## src/hw/screen_cfg_consts.vh

```
// constants for the screen block config
`ifndef SCREEN_CFG_CONSTS_VH
`define SCREEN_CFG_CONSTS_VH
// register indices
`define IDX_B2_START_LOW    16'h800E
`define IDX_B2_START_HIGH   16'h800F
`define IDX_B2_LINE_COUNT   16'h8010
`define IDX_B3_START_LOW    16'h8011
`define IDX_B3_START_HIGH   16'h8012
`define IDX_B4_START_LOW    16'h8013
`define IDX_B4_START_HIGH   16'h8014
`define IDX_CURSOR_WIDTH    16'h8015
`define IDX_CURSOR_HEIGHT   16'h8016
`define IDX_CURSOR_DIR      16'h8017
// own registers for loose bits, status and commands
`define IDX_UNIT_CTRL       16'h8100
`define IDX_UNIT_STATUS     16'h8101
`define IDX_FRAME_CFG       16'h8102
`define IDX_CMD             16'h8103
// field positions
`define BIT_IND_UPDATE      7
`define BIT_AUTO_DIS        7
`define BIT_SHAPE           7
`define BIT_SCROLL_LATCH    0
`define BIT_DUAL_PANEL      3
`define BIT_WS_MODE         4
// reset values
`define RST_BYTE            8'h00
`define RST_ATTR            2'h0
// cursor attribute codes
`define ATTR_OFF            2'h0
`define ATTR_STEADY         2'h1
`define ATTR_FLASH32        2'h2
`define ATTR_FLASH64        2'h3
// shift direction and command codes
`define DIR_RIGHT           2'h0
`define DIR_LEFT            2'h1
`define DIR_UP              2'h2
`define DIR_DOWN            2'h3
`define CMD_DIR_BASE        8'h4C
`define CMD_CURSOR_FORM     8'h5D
// flash duty: on for the phase steps below 70 percent of the 32 or 64 frame period
`define FLASH_ON_PCT        7'd70
`define FLASH_PCT_FULL      7'd100
// axi responses
`define RESP_OKAY           2'h0
`define RESP_SLVERR         2'h2
`endif

```

## src/hw/screen_block_cursor_config.v

```verilog
// screen block and cursor configuration registers behind an axi4-lite slave
`timescale 1ns/1ps
`include "screen_cfg_consts.vh"
module screen_block_cursor_config (
    mclk,
    nrst,
    s_axi_awaddr,
    s_axi_awvalid,
    s_axi_awready,
    s_axi_wdata,
    s_axi_wstrb,
    s_axi_wvalid,
    s_axi_wready,
    s_axi_bresp,
    s_axi_bvalid,
    s_axi_bready,
    s_axi_araddr,
    s_axi_arvalid,
    s_axi_arready,
    s_axi_rdata,
    s_axi_rresp,
    s_axi_rvalid,
    s_axi_rready,
    frame_start,
    host_mem_access,
    block1_line_count,
    block2_start_addr,
    block3_start_addr,
    block4_start_addr,
    block2_line_count,
    block3_line_count,
    block4_line_count,
    block1_blank_lines,
    block2_blank_lines,
    cursor_width,
    cursor_height,
    cursor_shape_select,
    cursor_attr,
    cursor_visible,
    cursor_dir,
    cmd_valid,
    cmd_byte,
    cmd_param0,
    cmd_param1
);
    input  wire        mclk;
    input  wire        nrst;
    input  wire [15:0] s_axi_awaddr;
    input  wire        s_axi_awvalid;
    output wire        s_axi_awready;
    input  wire [31:0] s_axi_wdata;
    input  wire [3:0]  s_axi_wstrb;
    input  wire        s_axi_wvalid;
    output wire        s_axi_wready;
    output reg  [1:0]  s_axi_bresp;
    output reg         s_axi_bvalid;
    input  wire        s_axi_bready;
    input  wire [15:0] s_axi_araddr;
    input  wire        s_axi_arvalid;
    output wire        s_axi_arready;
    output reg  [31:0] s_axi_rdata;
    output reg  [1:0]  s_axi_rresp;
    output reg         s_axi_rvalid;
    input  wire        s_axi_rready;
    input  wire        frame_start;
    input  wire        host_mem_access;
    input  wire [7:0]  block1_line_count;
    output wire [14:0] block2_start_addr;
    output wire [14:0] block3_start_addr;
    output wire [14:0] block4_start_addr;
    output reg  [7:0]  block2_line_count;
    output reg  [7:0]  block3_line_count;
    output reg  [7:0]  block4_line_count;
    output reg  [7:0]  block1_blank_lines;
    output reg  [7:0]  block2_blank_lines;
    output reg  [3:0]  cursor_width;
    output reg  [3:0]  cursor_height;
    output reg         cursor_shape_select;
    output reg  [1:0]  cursor_attr;
    output reg         cursor_visible;
    output reg  [1:0]  cursor_dir;
    output reg         cmd_valid;
    output reg  [7:0]  cmd_byte;
    output reg  [7:0]  cmd_param0;
    output reg  [7:0]  cmd_param1;

    // ----------------------------------------------------------------
    // bus slave
    // ----------------------------------------------------------------
    // offsets are all word aligned, so the byte address is index * 4
    function [15:0] idx_of;
        input [15:0] byte_addr;
        begin
            idx_of = {2'b10, byte_addr[15:2]};
        end
    endfunction

    function known_idx;
        input [15:0] idx;
        begin
            known_idx = 1'b0;
            if ((idx >= `IDX_B2_START_LOW && idx <= `IDX_CURSOR_DIR) ||
                (idx >= `IDX_UNIT_CTRL && idx <= `IDX_CMD))
                known_idx = 1'b1;
        end
    endfunction

    reg        aw_full_r;
    reg        w_full_r;
    reg [15:0] aw_idx_r;
    reg [7:0]  w_byte_r;
    reg        w_lane0_r;

    assign s_axi_awready = ~aw_full_r & ~s_axi_bvalid;
    assign s_axi_wready  = ~w_full_r & ~s_axi_bvalid;
    assign s_axi_arready = ~s_axi_rvalid;

    wire        wr_go  = aw_full_r & w_full_r & ~s_axi_bvalid;
    wire        wr_ok  = wr_go & known_idx(aw_idx_r);
    wire        wr_en  = wr_ok & w_lane0_r;
    wire [15:0] rd_idx = idx_of(s_axi_araddr);

    always @(posedge mclk) begin
        if (!nrst) begin
            aw_full_r    <= 1'b0;
            w_full_r     <= 1'b0;
            aw_idx_r     <= 16'h0000;
            w_byte_r     <= `RST_BYTE;
            w_lane0_r    <= 1'b0;
            s_axi_bvalid <= 1'b0;
            s_axi_bresp  <= `RESP_OKAY;
        end else begin
            if (s_axi_awvalid && s_axi_awready) begin
                aw_full_r <= 1'b1;
                aw_idx_r  <= idx_of(s_axi_awaddr);
            end
            if (s_axi_wvalid && s_axi_wready) begin
                w_full_r  <= 1'b1;
                w_byte_r  <= s_axi_wdata[7:0];
                w_lane0_r <= s_axi_wstrb[0];
            end
            if (wr_go) begin
                aw_full_r    <= 1'b0;
                w_full_r     <= 1'b0;
                s_axi_bvalid <= 1'b1;
                s_axi_bresp  <= known_idx(aw_idx_r) ? `RESP_OKAY : `RESP_SLVERR;
            end else if (s_axi_bvalid && s_axi_bready) begin
                s_axi_bvalid <= 1'b0;
            end
        end
    end

    wire wr_hit_b2_low   = wr_en && aw_idx_r == `IDX_B2_START_LOW;
    wire wr_hit_b2_high  = wr_en && aw_idx_r == `IDX_B2_START_HIGH;
    wire wr_hit_b3_low   = wr_en && aw_idx_r == `IDX_B3_START_LOW;
    wire wr_hit_b3_high  = wr_en && aw_idx_r == `IDX_B3_START_HIGH;
    wire wr_hit_b4_low   = wr_en && aw_idx_r == `IDX_B4_START_LOW;
    wire wr_hit_b4_high  = wr_en && aw_idx_r == `IDX_B4_START_HIGH;

    // ----------------------------------------------------------------
    // registers
    // ----------------------------------------------------------------
    reg  [7:0] width_ctrl_r;
    reg  [7:0] height_ctrl_r;
    reg  [7:0] dir_r;
    reg  [7:0] unit_ctrl_r;
    reg  [7:0] frame_line_count_r;
    reg  [7:0] b2_lines_r;
    wire [7:0] b2_low;
    wire [7:0] b2_high;
    wire [7:0] b3_low;
    wire [7:0] b3_high;
    wire [7:0] b4_low;
    wire [7:0] b4_high;
    wire       scroll_latch = unit_ctrl_r[`BIT_SCROLL_LATCH];
    wire       dual_panel   = unit_ctrl_r[`BIT_DUAL_PANEL];

    start_addr_stage u_b2 (
        .mclk         (mclk),
        .nrst         (nrst),
        .wr_low       (wr_hit_b2_low),
        .wr_high      (wr_hit_b2_high),
        .wdata        (w_byte_r),
        .scroll_latch (scroll_latch),
        .low_r        (b2_low),
        .high_r       (b2_high),
        .disp_addr    (block2_start_addr)
    );

    start_addr_stage u_b3 (
        .mclk         (mclk),
        .nrst         (nrst),
        .wr_low       (wr_hit_b3_low),
        .wr_high      (wr_hit_b3_high),
        .wdata        (w_byte_r),
        .scroll_latch (scroll_latch),
        .low_r        (b3_low),
        .high_r       (b3_high),
        .disp_addr    (block3_start_addr)
    );

    start_addr_stage u_b4 (
        .mclk         (mclk),
        .nrst         (nrst),
        .wr_low       (wr_hit_b4_low),
        .wr_high      (wr_hit_b4_high),
        .wdata        (w_byte_r),
        .scroll_latch (scroll_latch),
        .low_r        (b4_low),
        .high_r       (b4_high),
        .disp_addr    (block4_start_addr)
    );

    // host memory access sets an off attribute to steady unless auto-disable is set; the set wins over a same-cycle write
    wire auto_on = host_mem_access & ~width_ctrl_r[`BIT_AUTO_DIS];

    always @(posedge mclk) begin
        if (!nrst) begin
            width_ctrl_r       <= `RST_BYTE;
            height_ctrl_r      <= `RST_BYTE;
            dir_r              <= `RST_BYTE;
            unit_ctrl_r        <= `RST_BYTE;
            frame_line_count_r <= `RST_BYTE;
            b2_lines_r         <= `RST_BYTE;
            cursor_attr        <= `RST_ATTR;
            cmd_valid          <= 1'b0;
            cmd_byte           <= `RST_BYTE;
            cmd_param0         <= `RST_BYTE;
            cmd_param1         <= `RST_BYTE;
        end else begin
            cmd_valid <= 1'b0;
            if (wr_en) begin
                case (aw_idx_r)
                    `IDX_B2_LINE_COUNT: b2_lines_r <= w_byte_r;
                    `IDX_CURSOR_WIDTH:  width_ctrl_r <= w_byte_r & 8'h8F;
                    `IDX_CURSOR_HEIGHT: height_ctrl_r <= w_byte_r & 8'h8F;
                    `IDX_CURSOR_DIR:    dir_r <= w_byte_r & 8'h03;
                    `IDX_UNIT_CTRL:     unit_ctrl_r <= w_byte_r & 8'h19;
                    `IDX_FRAME_CFG:     frame_line_count_r <= w_byte_r;
                    `IDX_UNIT_STATUS:   cursor_attr <= w_byte_r[1:0];
                    `IDX_CMD: begin
                        if (w_byte_r == `CMD_CURSOR_FORM) begin
                            cmd_valid  <= 1'b1;
                            cmd_byte   <= w_byte_r;
                            cmd_param0 <= width_ctrl_r;
                            cmd_param1 <= height_ctrl_r;
                        end else if (w_byte_r[7:2] == `CMD_DIR_BASE >> 2) begin
                            cmd_valid  <= 1'b1;
                            cmd_byte   <= w_byte_r;
                            cmd_param0 <= {6'h00, w_byte_r[1:0]};
                            cmd_param1 <= `RST_BYTE;
                            dir_r      <= {6'h00, w_byte_r[1:0]};
                        end
                    end
                    default: ;
                endcase
            end
            if (auto_on && cursor_attr == `ATTR_OFF)
                cursor_attr <= `ATTR_STEADY;
        end
    end

    // ----------------------------------------------------------------
    // derived line counts and cursor outputs
    // ----------------------------------------------------------------
    wire [8:0] half_frame = ({1'b0, frame_line_count_r} + 9'd1) >> 1;
    wire [7:0] b1_min_b2  = (block1_line_count < b2_lines_r) ? block1_line_count : b2_lines_r;

    // flash phase over frames; on for the first 70 percent
    reg  [5:0] frame_cnt_r;
    wire [6:0] period  = (cursor_attr == `ATTR_FLASH32) ? 7'd32 : 7'd64;
    wire [6:0] phase   = (cursor_attr == `ATTR_FLASH32) ? {2'b00, frame_cnt_r[4:0]}
                                                         : {1'b0, frame_cnt_r};
    wire [13:0] on_lim = period * `FLASH_ON_PCT;
    wire [13:0] ph_pct = phase * `FLASH_PCT_FULL;

    always @(posedge mclk) begin
        if (!nrst) begin
            frame_cnt_r         <= 6'h00;
            block2_line_count   <= `RST_BYTE;
            block3_line_count   <= `RST_BYTE;
            block4_line_count   <= `RST_BYTE;
            block1_blank_lines  <= `RST_BYTE;
            block2_blank_lines  <= `RST_BYTE;
            cursor_width        <= 4'h0;
            cursor_height       <= 4'h0;
            cursor_shape_select <= 1'b0;
            cursor_visible      <= 1'b0;
            cursor_dir          <= `DIR_RIGHT;
        end else begin
            if (frame_start)
                frame_cnt_r <= frame_cnt_r + 6'h01;
            block2_line_count <= b2_lines_r;
            block3_line_count <= b1_min_b2;
            block4_line_count <= frame_line_count_r;
            // counts are minus-one encoded, so a block covers count+1 lines
            if (dual_panel && ({1'b0, block1_line_count} + 9'd1) < half_frame)
                block1_blank_lines <= half_frame[7:0] - block1_line_count - 8'd1;
            else
                block1_blank_lines <= `RST_BYTE;
            if (dual_panel && ({1'b0, b2_lines_r} + 9'd1) < half_frame)
                block2_blank_lines <= half_frame[7:0] - b2_lines_r - 8'd1;
            else
                block2_blank_lines <= `RST_BYTE;
            cursor_width        <= width_ctrl_r[3:0];
            cursor_height       <= height_ctrl_r[3:0];
            cursor_shape_select <= height_ctrl_r[`BIT_SHAPE];
            cursor_dir          <= dir_r[1:0];
            case (cursor_attr)
                `ATTR_OFF:    cursor_visible <= 1'b0;
                `ATTR_STEADY: cursor_visible <= 1'b1;
                default:      cursor_visible <= (ph_pct < on_lim);
            endcase
        end
    end

    // ----------------------------------------------------------------
    // read path
    // ----------------------------------------------------------------
    reg [7:0] rd_byte;
    always @* begin
        rd_byte = 8'h00;
        case (rd_idx)
            `IDX_B2_START_LOW:  rd_byte = b2_low;
            `IDX_B2_START_HIGH: rd_byte = b2_high;
            `IDX_B2_LINE_COUNT: rd_byte = b2_lines_r;
            `IDX_B3_START_LOW:  rd_byte = b3_low;
            `IDX_B3_START_HIGH: rd_byte = b3_high;
            `IDX_B4_START_LOW:  rd_byte = b4_low;
            `IDX_B4_START_HIGH: rd_byte = b4_high;
            `IDX_CURSOR_WIDTH:  rd_byte = width_ctrl_r;
            `IDX_CURSOR_HEIGHT: rd_byte = height_ctrl_r;
            `IDX_CURSOR_DIR:    rd_byte = dir_r;
            `IDX_UNIT_CTRL:     rd_byte = unit_ctrl_r;
            `IDX_UNIT_STATUS:   rd_byte = {5'h00, cursor_visible, cursor_attr};
            `IDX_FRAME_CFG:     rd_byte = frame_line_count_r;
            `IDX_CMD:           rd_byte = cmd_byte;
            default:            rd_byte = 8'h00;
        endcase
    end

    always @(posedge mclk) begin
        if (!nrst) begin
            s_axi_rvalid <= 1'b0;
            s_axi_rdata  <= 32'h00000000;
            s_axi_rresp  <= `RESP_OKAY;
        end else if (s_axi_arvalid && s_axi_arready) begin
            s_axi_rvalid <= 1'b1;
            s_axi_rdata  <= {24'h000000, rd_byte};
            s_axi_rresp  <= known_idx(rd_idx) ? `RESP_OKAY : `RESP_SLVERR;
        end else if (s_axi_rvalid && s_axi_rready) begin
            s_axi_rvalid <= 1'b0;
        end
    end
endmodule // screen_block_cursor_config

```

## src/hw/start_addr_stage.v

```verilog
// staged 15-bit screen block start address with gated transfer to the display
`timescale 1ns/1ps
module start_addr_stage (
    mclk,
    nrst,
    wr_low,
    wr_high,
    wdata,
    scroll_latch,
    low_r,
    high_r,
    disp_addr
);
    input  wire        mclk;
    input  wire        nrst;
    input  wire        wr_low;
    input  wire        wr_high;
    input  wire [7:0]  wdata;
    input  wire        scroll_latch;
    output reg  [7:0]  low_r;
    output reg  [7:0]  high_r;
    output reg  [14:0] disp_addr;

    reg pending_r;
    wire gate_open = ~high_r[7] | scroll_latch;

    always @(posedge mclk) begin
        if (!nrst) begin
            low_r     <= 8'h00;
            high_r    <= 8'h00;
            disp_addr <= 15'h0000;
            pending_r <= 1'b0;
        end else begin
            if (wr_low)
                low_r <= wdata;
            if (wr_high) begin
                high_r <= wdata;
                if (~wdata[7] | scroll_latch) begin
                    disp_addr <= {wdata[6:0], low_r};
                    pending_r <= 1'b0;
                end else begin
                    pending_r <= 1'b1;
                end
            end else if (pending_r && gate_open) begin
                disp_addr <= {high_r[6:0], low_r};
                pending_r <= 1'b0;
            end
        end
    end
endmodule // start_addr_stage

```

## config.mk

```make
export PLATFORM = sky130hd
export DESIGN_NAME = screen_block_cursor_config
export DESIGN_NICKNAME = d
export VERILOG_FILES = /design/src/hw/screen_block_cursor_config.v /design/src/hw/start_addr_stage.v
export VERILOG_INCLUDE_DIRS = /design/src /design/src/hw
export SDC_FILE = /design/constraint.sdc
export NUM_CORES = 1
export LEC_CHECK = 0
export ABC_CLOCK_PERIOD_IN_PS = 4100
export BUFFER_PORTS_ARGS = -buffer_cell sky130_fd_sc_hd__buf_4
export CORE_MARGIN = 3
export CORE_UTILIZATION = 40
export CTS_BUF_LIST = sky130_fd_sc_hd__clkbuf_16
export CTS_CLUSTER_SIZE = 24
export DETAILED_ROUTE_END_ITERATION = 8
export HOLD_SLACK_MARGIN = 0.15
export PLACE_DENSITY = 0.68
export SKIP_CTS_REPAIR_TIMING = 1
export SLEW_MARGIN = 10
export SYNTH_ARGS = -nofsm -noshare
export SYNTH_HDL_FRONTEND = slang
export SYNTH_SLANG_ARGS = --single-unit
```

## constraint.sdc

```tcl
create_clock -name mclk -period 4.1 [get_ports mclk]
set_input_delay 0.205 -clock mclk [delete_from_list [all_inputs] [get_ports mclk]]
set_output_delay 0.205 -clock mclk [all_outputs]
set_load 0.03 [all_outputs]
```

==> impl_metrics.ini <==
[run_status]
status = finished clean

[placement]
place.gp.congestion = 0.881
io_buffers = 186
hpwl_um = 24800

[yosys]
yosysWarnings = 0
async_reset_ff_share_pct = 0
synth_edf_count = 0
synthCells = 1330
seq_area_frac_synth_pct = 40.8
synth.avg_cell_area_um2 = 9.00
yosys_most_used_dff = dfxtp_1
syn_area_um2 = 12000
synthDistinctLibCells = 74
synth-seq-cells = 244

[clocking]
cts-buffers-inserted = 27
htree_levels = 1
clkTransAtPathRegs_ns = 0.06
clock-sinks = 244
cts_tree = built
cts_buffer_depth = 3
clockRootBuffer = clkbuf_16
worstSkewPairLatency_ns = 0.53

[routing]
wl_um = 34200
dr.first_iter.drc_count = 716
drtAntennaViolNets = 0
avgRoutedWirePerCell_um = 17.7
num_vias = 9996
drt_pre_antenna_iters = 6
via_per_inst = 5.19
drc = 0

[sta]
period_minus_slack_ns = 3.44
drv_slew = 0
max-slew-margin-rel_pct = 36.0
post-route-period-util_pct = 83.8
finalHoldViolations = 0
rsz0062_at_grt = false
setup_viol_count_final = 0
hold_ws_ns = 0.152
finalClockSkew_ns = 0.00626
timing.fmax_mhz = 291
fin_setup_tns_ns = 0
worstMarginPinSlew_ns = 0.952

[critical_path]
crit_slowest_cell = dfxtp_1
slowest_delay_ns = 0.50
crit_required_ns = 4.51
crit_type = flop to flop
crit_family = adder cells
start_kind = flop
endpoint_kind = flop
cp_common_cell = ha_1
crit_chain = nand2b_1 > and2_1 > ha_1 > inv_1 > ha_1 > ha_1 > ha_1 > o21ai_0 > nand2b_1 > a21oi_1 > xnor2_1 > ha_1 > o211ai_1 > a21oi_1 > a2111oi_0
crit_path_max_fanout = 8
worst-path-buf-inv = 1
worstPathArrival_ns = 3.85

[grt]
grt_pass1_wl_um = 51700
antenna_found_initial = 0
grt.total_usage_pct = 20.4
grt_max_degree = 85
gr-total-overflow = 0
grt_pass1_vias = 9354

[floorplanning]
fp-row-count = 62
coreArea_um2 = 29100
fp.dieW_um = 179
die_h_um = 179
pin_count = 250
die_area_um2 = 32100
initial_core_util_pct = 41.2

[power]
irDropWorstVdd_v = 0.000263
p_leak_nw = 6.53
powerDensity_nw_per_um2 = 350

[worst_hold_path]
holdCritPathClass = input pin to flop

[cells_and_area]
fill_cells = 2736
drive_above_1_share_pct = 17.8
area_growth_pct = 22.9
finalNetCount = 1681
multiInputGateArea_um2 = 6430
regArea_um2 = 4880
final_common_cell = dfxtp_1
diodes = 0
final_cell_mix = dfxtp_1, nand2_1, buf_4

[job]
cap_violations = 0
==> stage by stage <==
step	cells	worst slack (ns)	power (mW)	util, %	instance area, um^2
after global placement	1842	0.710	2.88	46.5	13500
after CTS	1890	0.637	5.17	49.3	14400
after global routing	1927	0.316	5.35	50.6	14700
final	1927	0.665	5.16	50.6	14700
after floorplan	1361	0.775	2.78	-	12100
after detailed placement	1842	0.661	2.89	46.5	13500
==> worst register-to-register path, stage by stage (launching register included) <==
cell and delay, ns:
dfxtp_1 0.50, nand2b_1 0.18, and2_1 0.23, ha_1 0.28, inv_1 0.04, ha_1 0.28
ha_1 0.30, ha_1 0.34, o21ai_0 0.09, nand2b_1 0.07, a21oi_1 0.18, xnor2_1 0.14
ha_1 0.25, o211ai_1 0.08, a21oi_1 0.06, a2111oi_0 0.32
==> logic make-up (layout without fill, tap and decap cells) <==
kind of cell	count (synthesis)	count (layout)	share of synthesized area [%]
XOR/XNOR	36	36	2.75
multiplexers	143	143	12.7
flip-flops	244	244	40.8
adder cells (fa/ha/maj)	72	72	7.71
buffers and inverters	169	351	6.46
AND/OR/NAND/NOR	487	487	19.8
other	1	32	0.0313
AO/OA/AOI/OAI	178	178	9.69
==> cell type report <==
class                           count  area share, %
Multi-Input combinational cell    948           43.7
Clock inverter                     21           1.00
Inverter                           71           1.81
Clock buffer                       27           4.59
Sequential cell                   244           33.2
Tap cell                          384           3.26
Timing Repair Buffer              232           12.5
==> synth_stat cells (all sizes together) (4+ instances only) <==
library cell,count,area (um^2)
inv,70,263
and2,27,169
nand4,8,56.3
clkbuf,50,188
nor4,18,206
nor2,93,349
a21boi,11,82.6
ha,69,863
mux2i,113,1130
nor2b,12,75.1
nor3,23,115
nand3,37,190
o21a,20,150
nand3b,4,30.0
mux2,25,282
o211ai,6,45.0
nand2,214,811
xor2,16,140
dfxtp,244,4880
nor3b,6,45.0
or3,4,25.0
buf,48,319
a22o,12,105
mux4,5,113
xnor2,19,166
o21ai,38,190
a211oi,7,57.6
a21o,6,45.0
and3,15,93.8
nand2b,11,68.8
a21oi,53,265
==> layer usage <==
metal	track usage, %	routed length [um]
met1	28.1	15200
met5	0	0
met3	3.73	2630
met4	4.38	623
met2	33.4	15800
==> state kept, by name, indices dropped and copies added, names as in the netlist, 15 cells and up <==
register,count
u_b4.disp_addr,15
aw_idx_r,15
u_b3.disp_addr,15
u_b2.disp_addr,15
==> where the power goes <==
part | internal (mW) | switching (mW) | total, mW
logic | 0.154 | 0.255 | 0.408
registers | 2.40 | 0.0630 | 2.46
clock network | 1.31 | 0.972 | 2.29
==> final timing paths <==
kind	startpoint	endpoint	slack (ns)	cells past startpoint
max	cursor_attr[1]$_SDFFE_PP0P_	cursor_visible$_SDFF_PN0_	0.66	15
min	s_axi_wvalid	w_lane0_r$_SDFFE_PN0P_	0.15	4
min reg2reg	u_b3.disp_addr[3]$_SDFFE_PN0P_	u_b3.disp_addr[3]$_SDFFE_PN0P_	0.46	2
max reg2reg	cursor_attr[1]$_SDFFE_PP0P_	cursor_visible$_SDFF_PN0_	0.66	15
(Power assumes the default switching activity.)
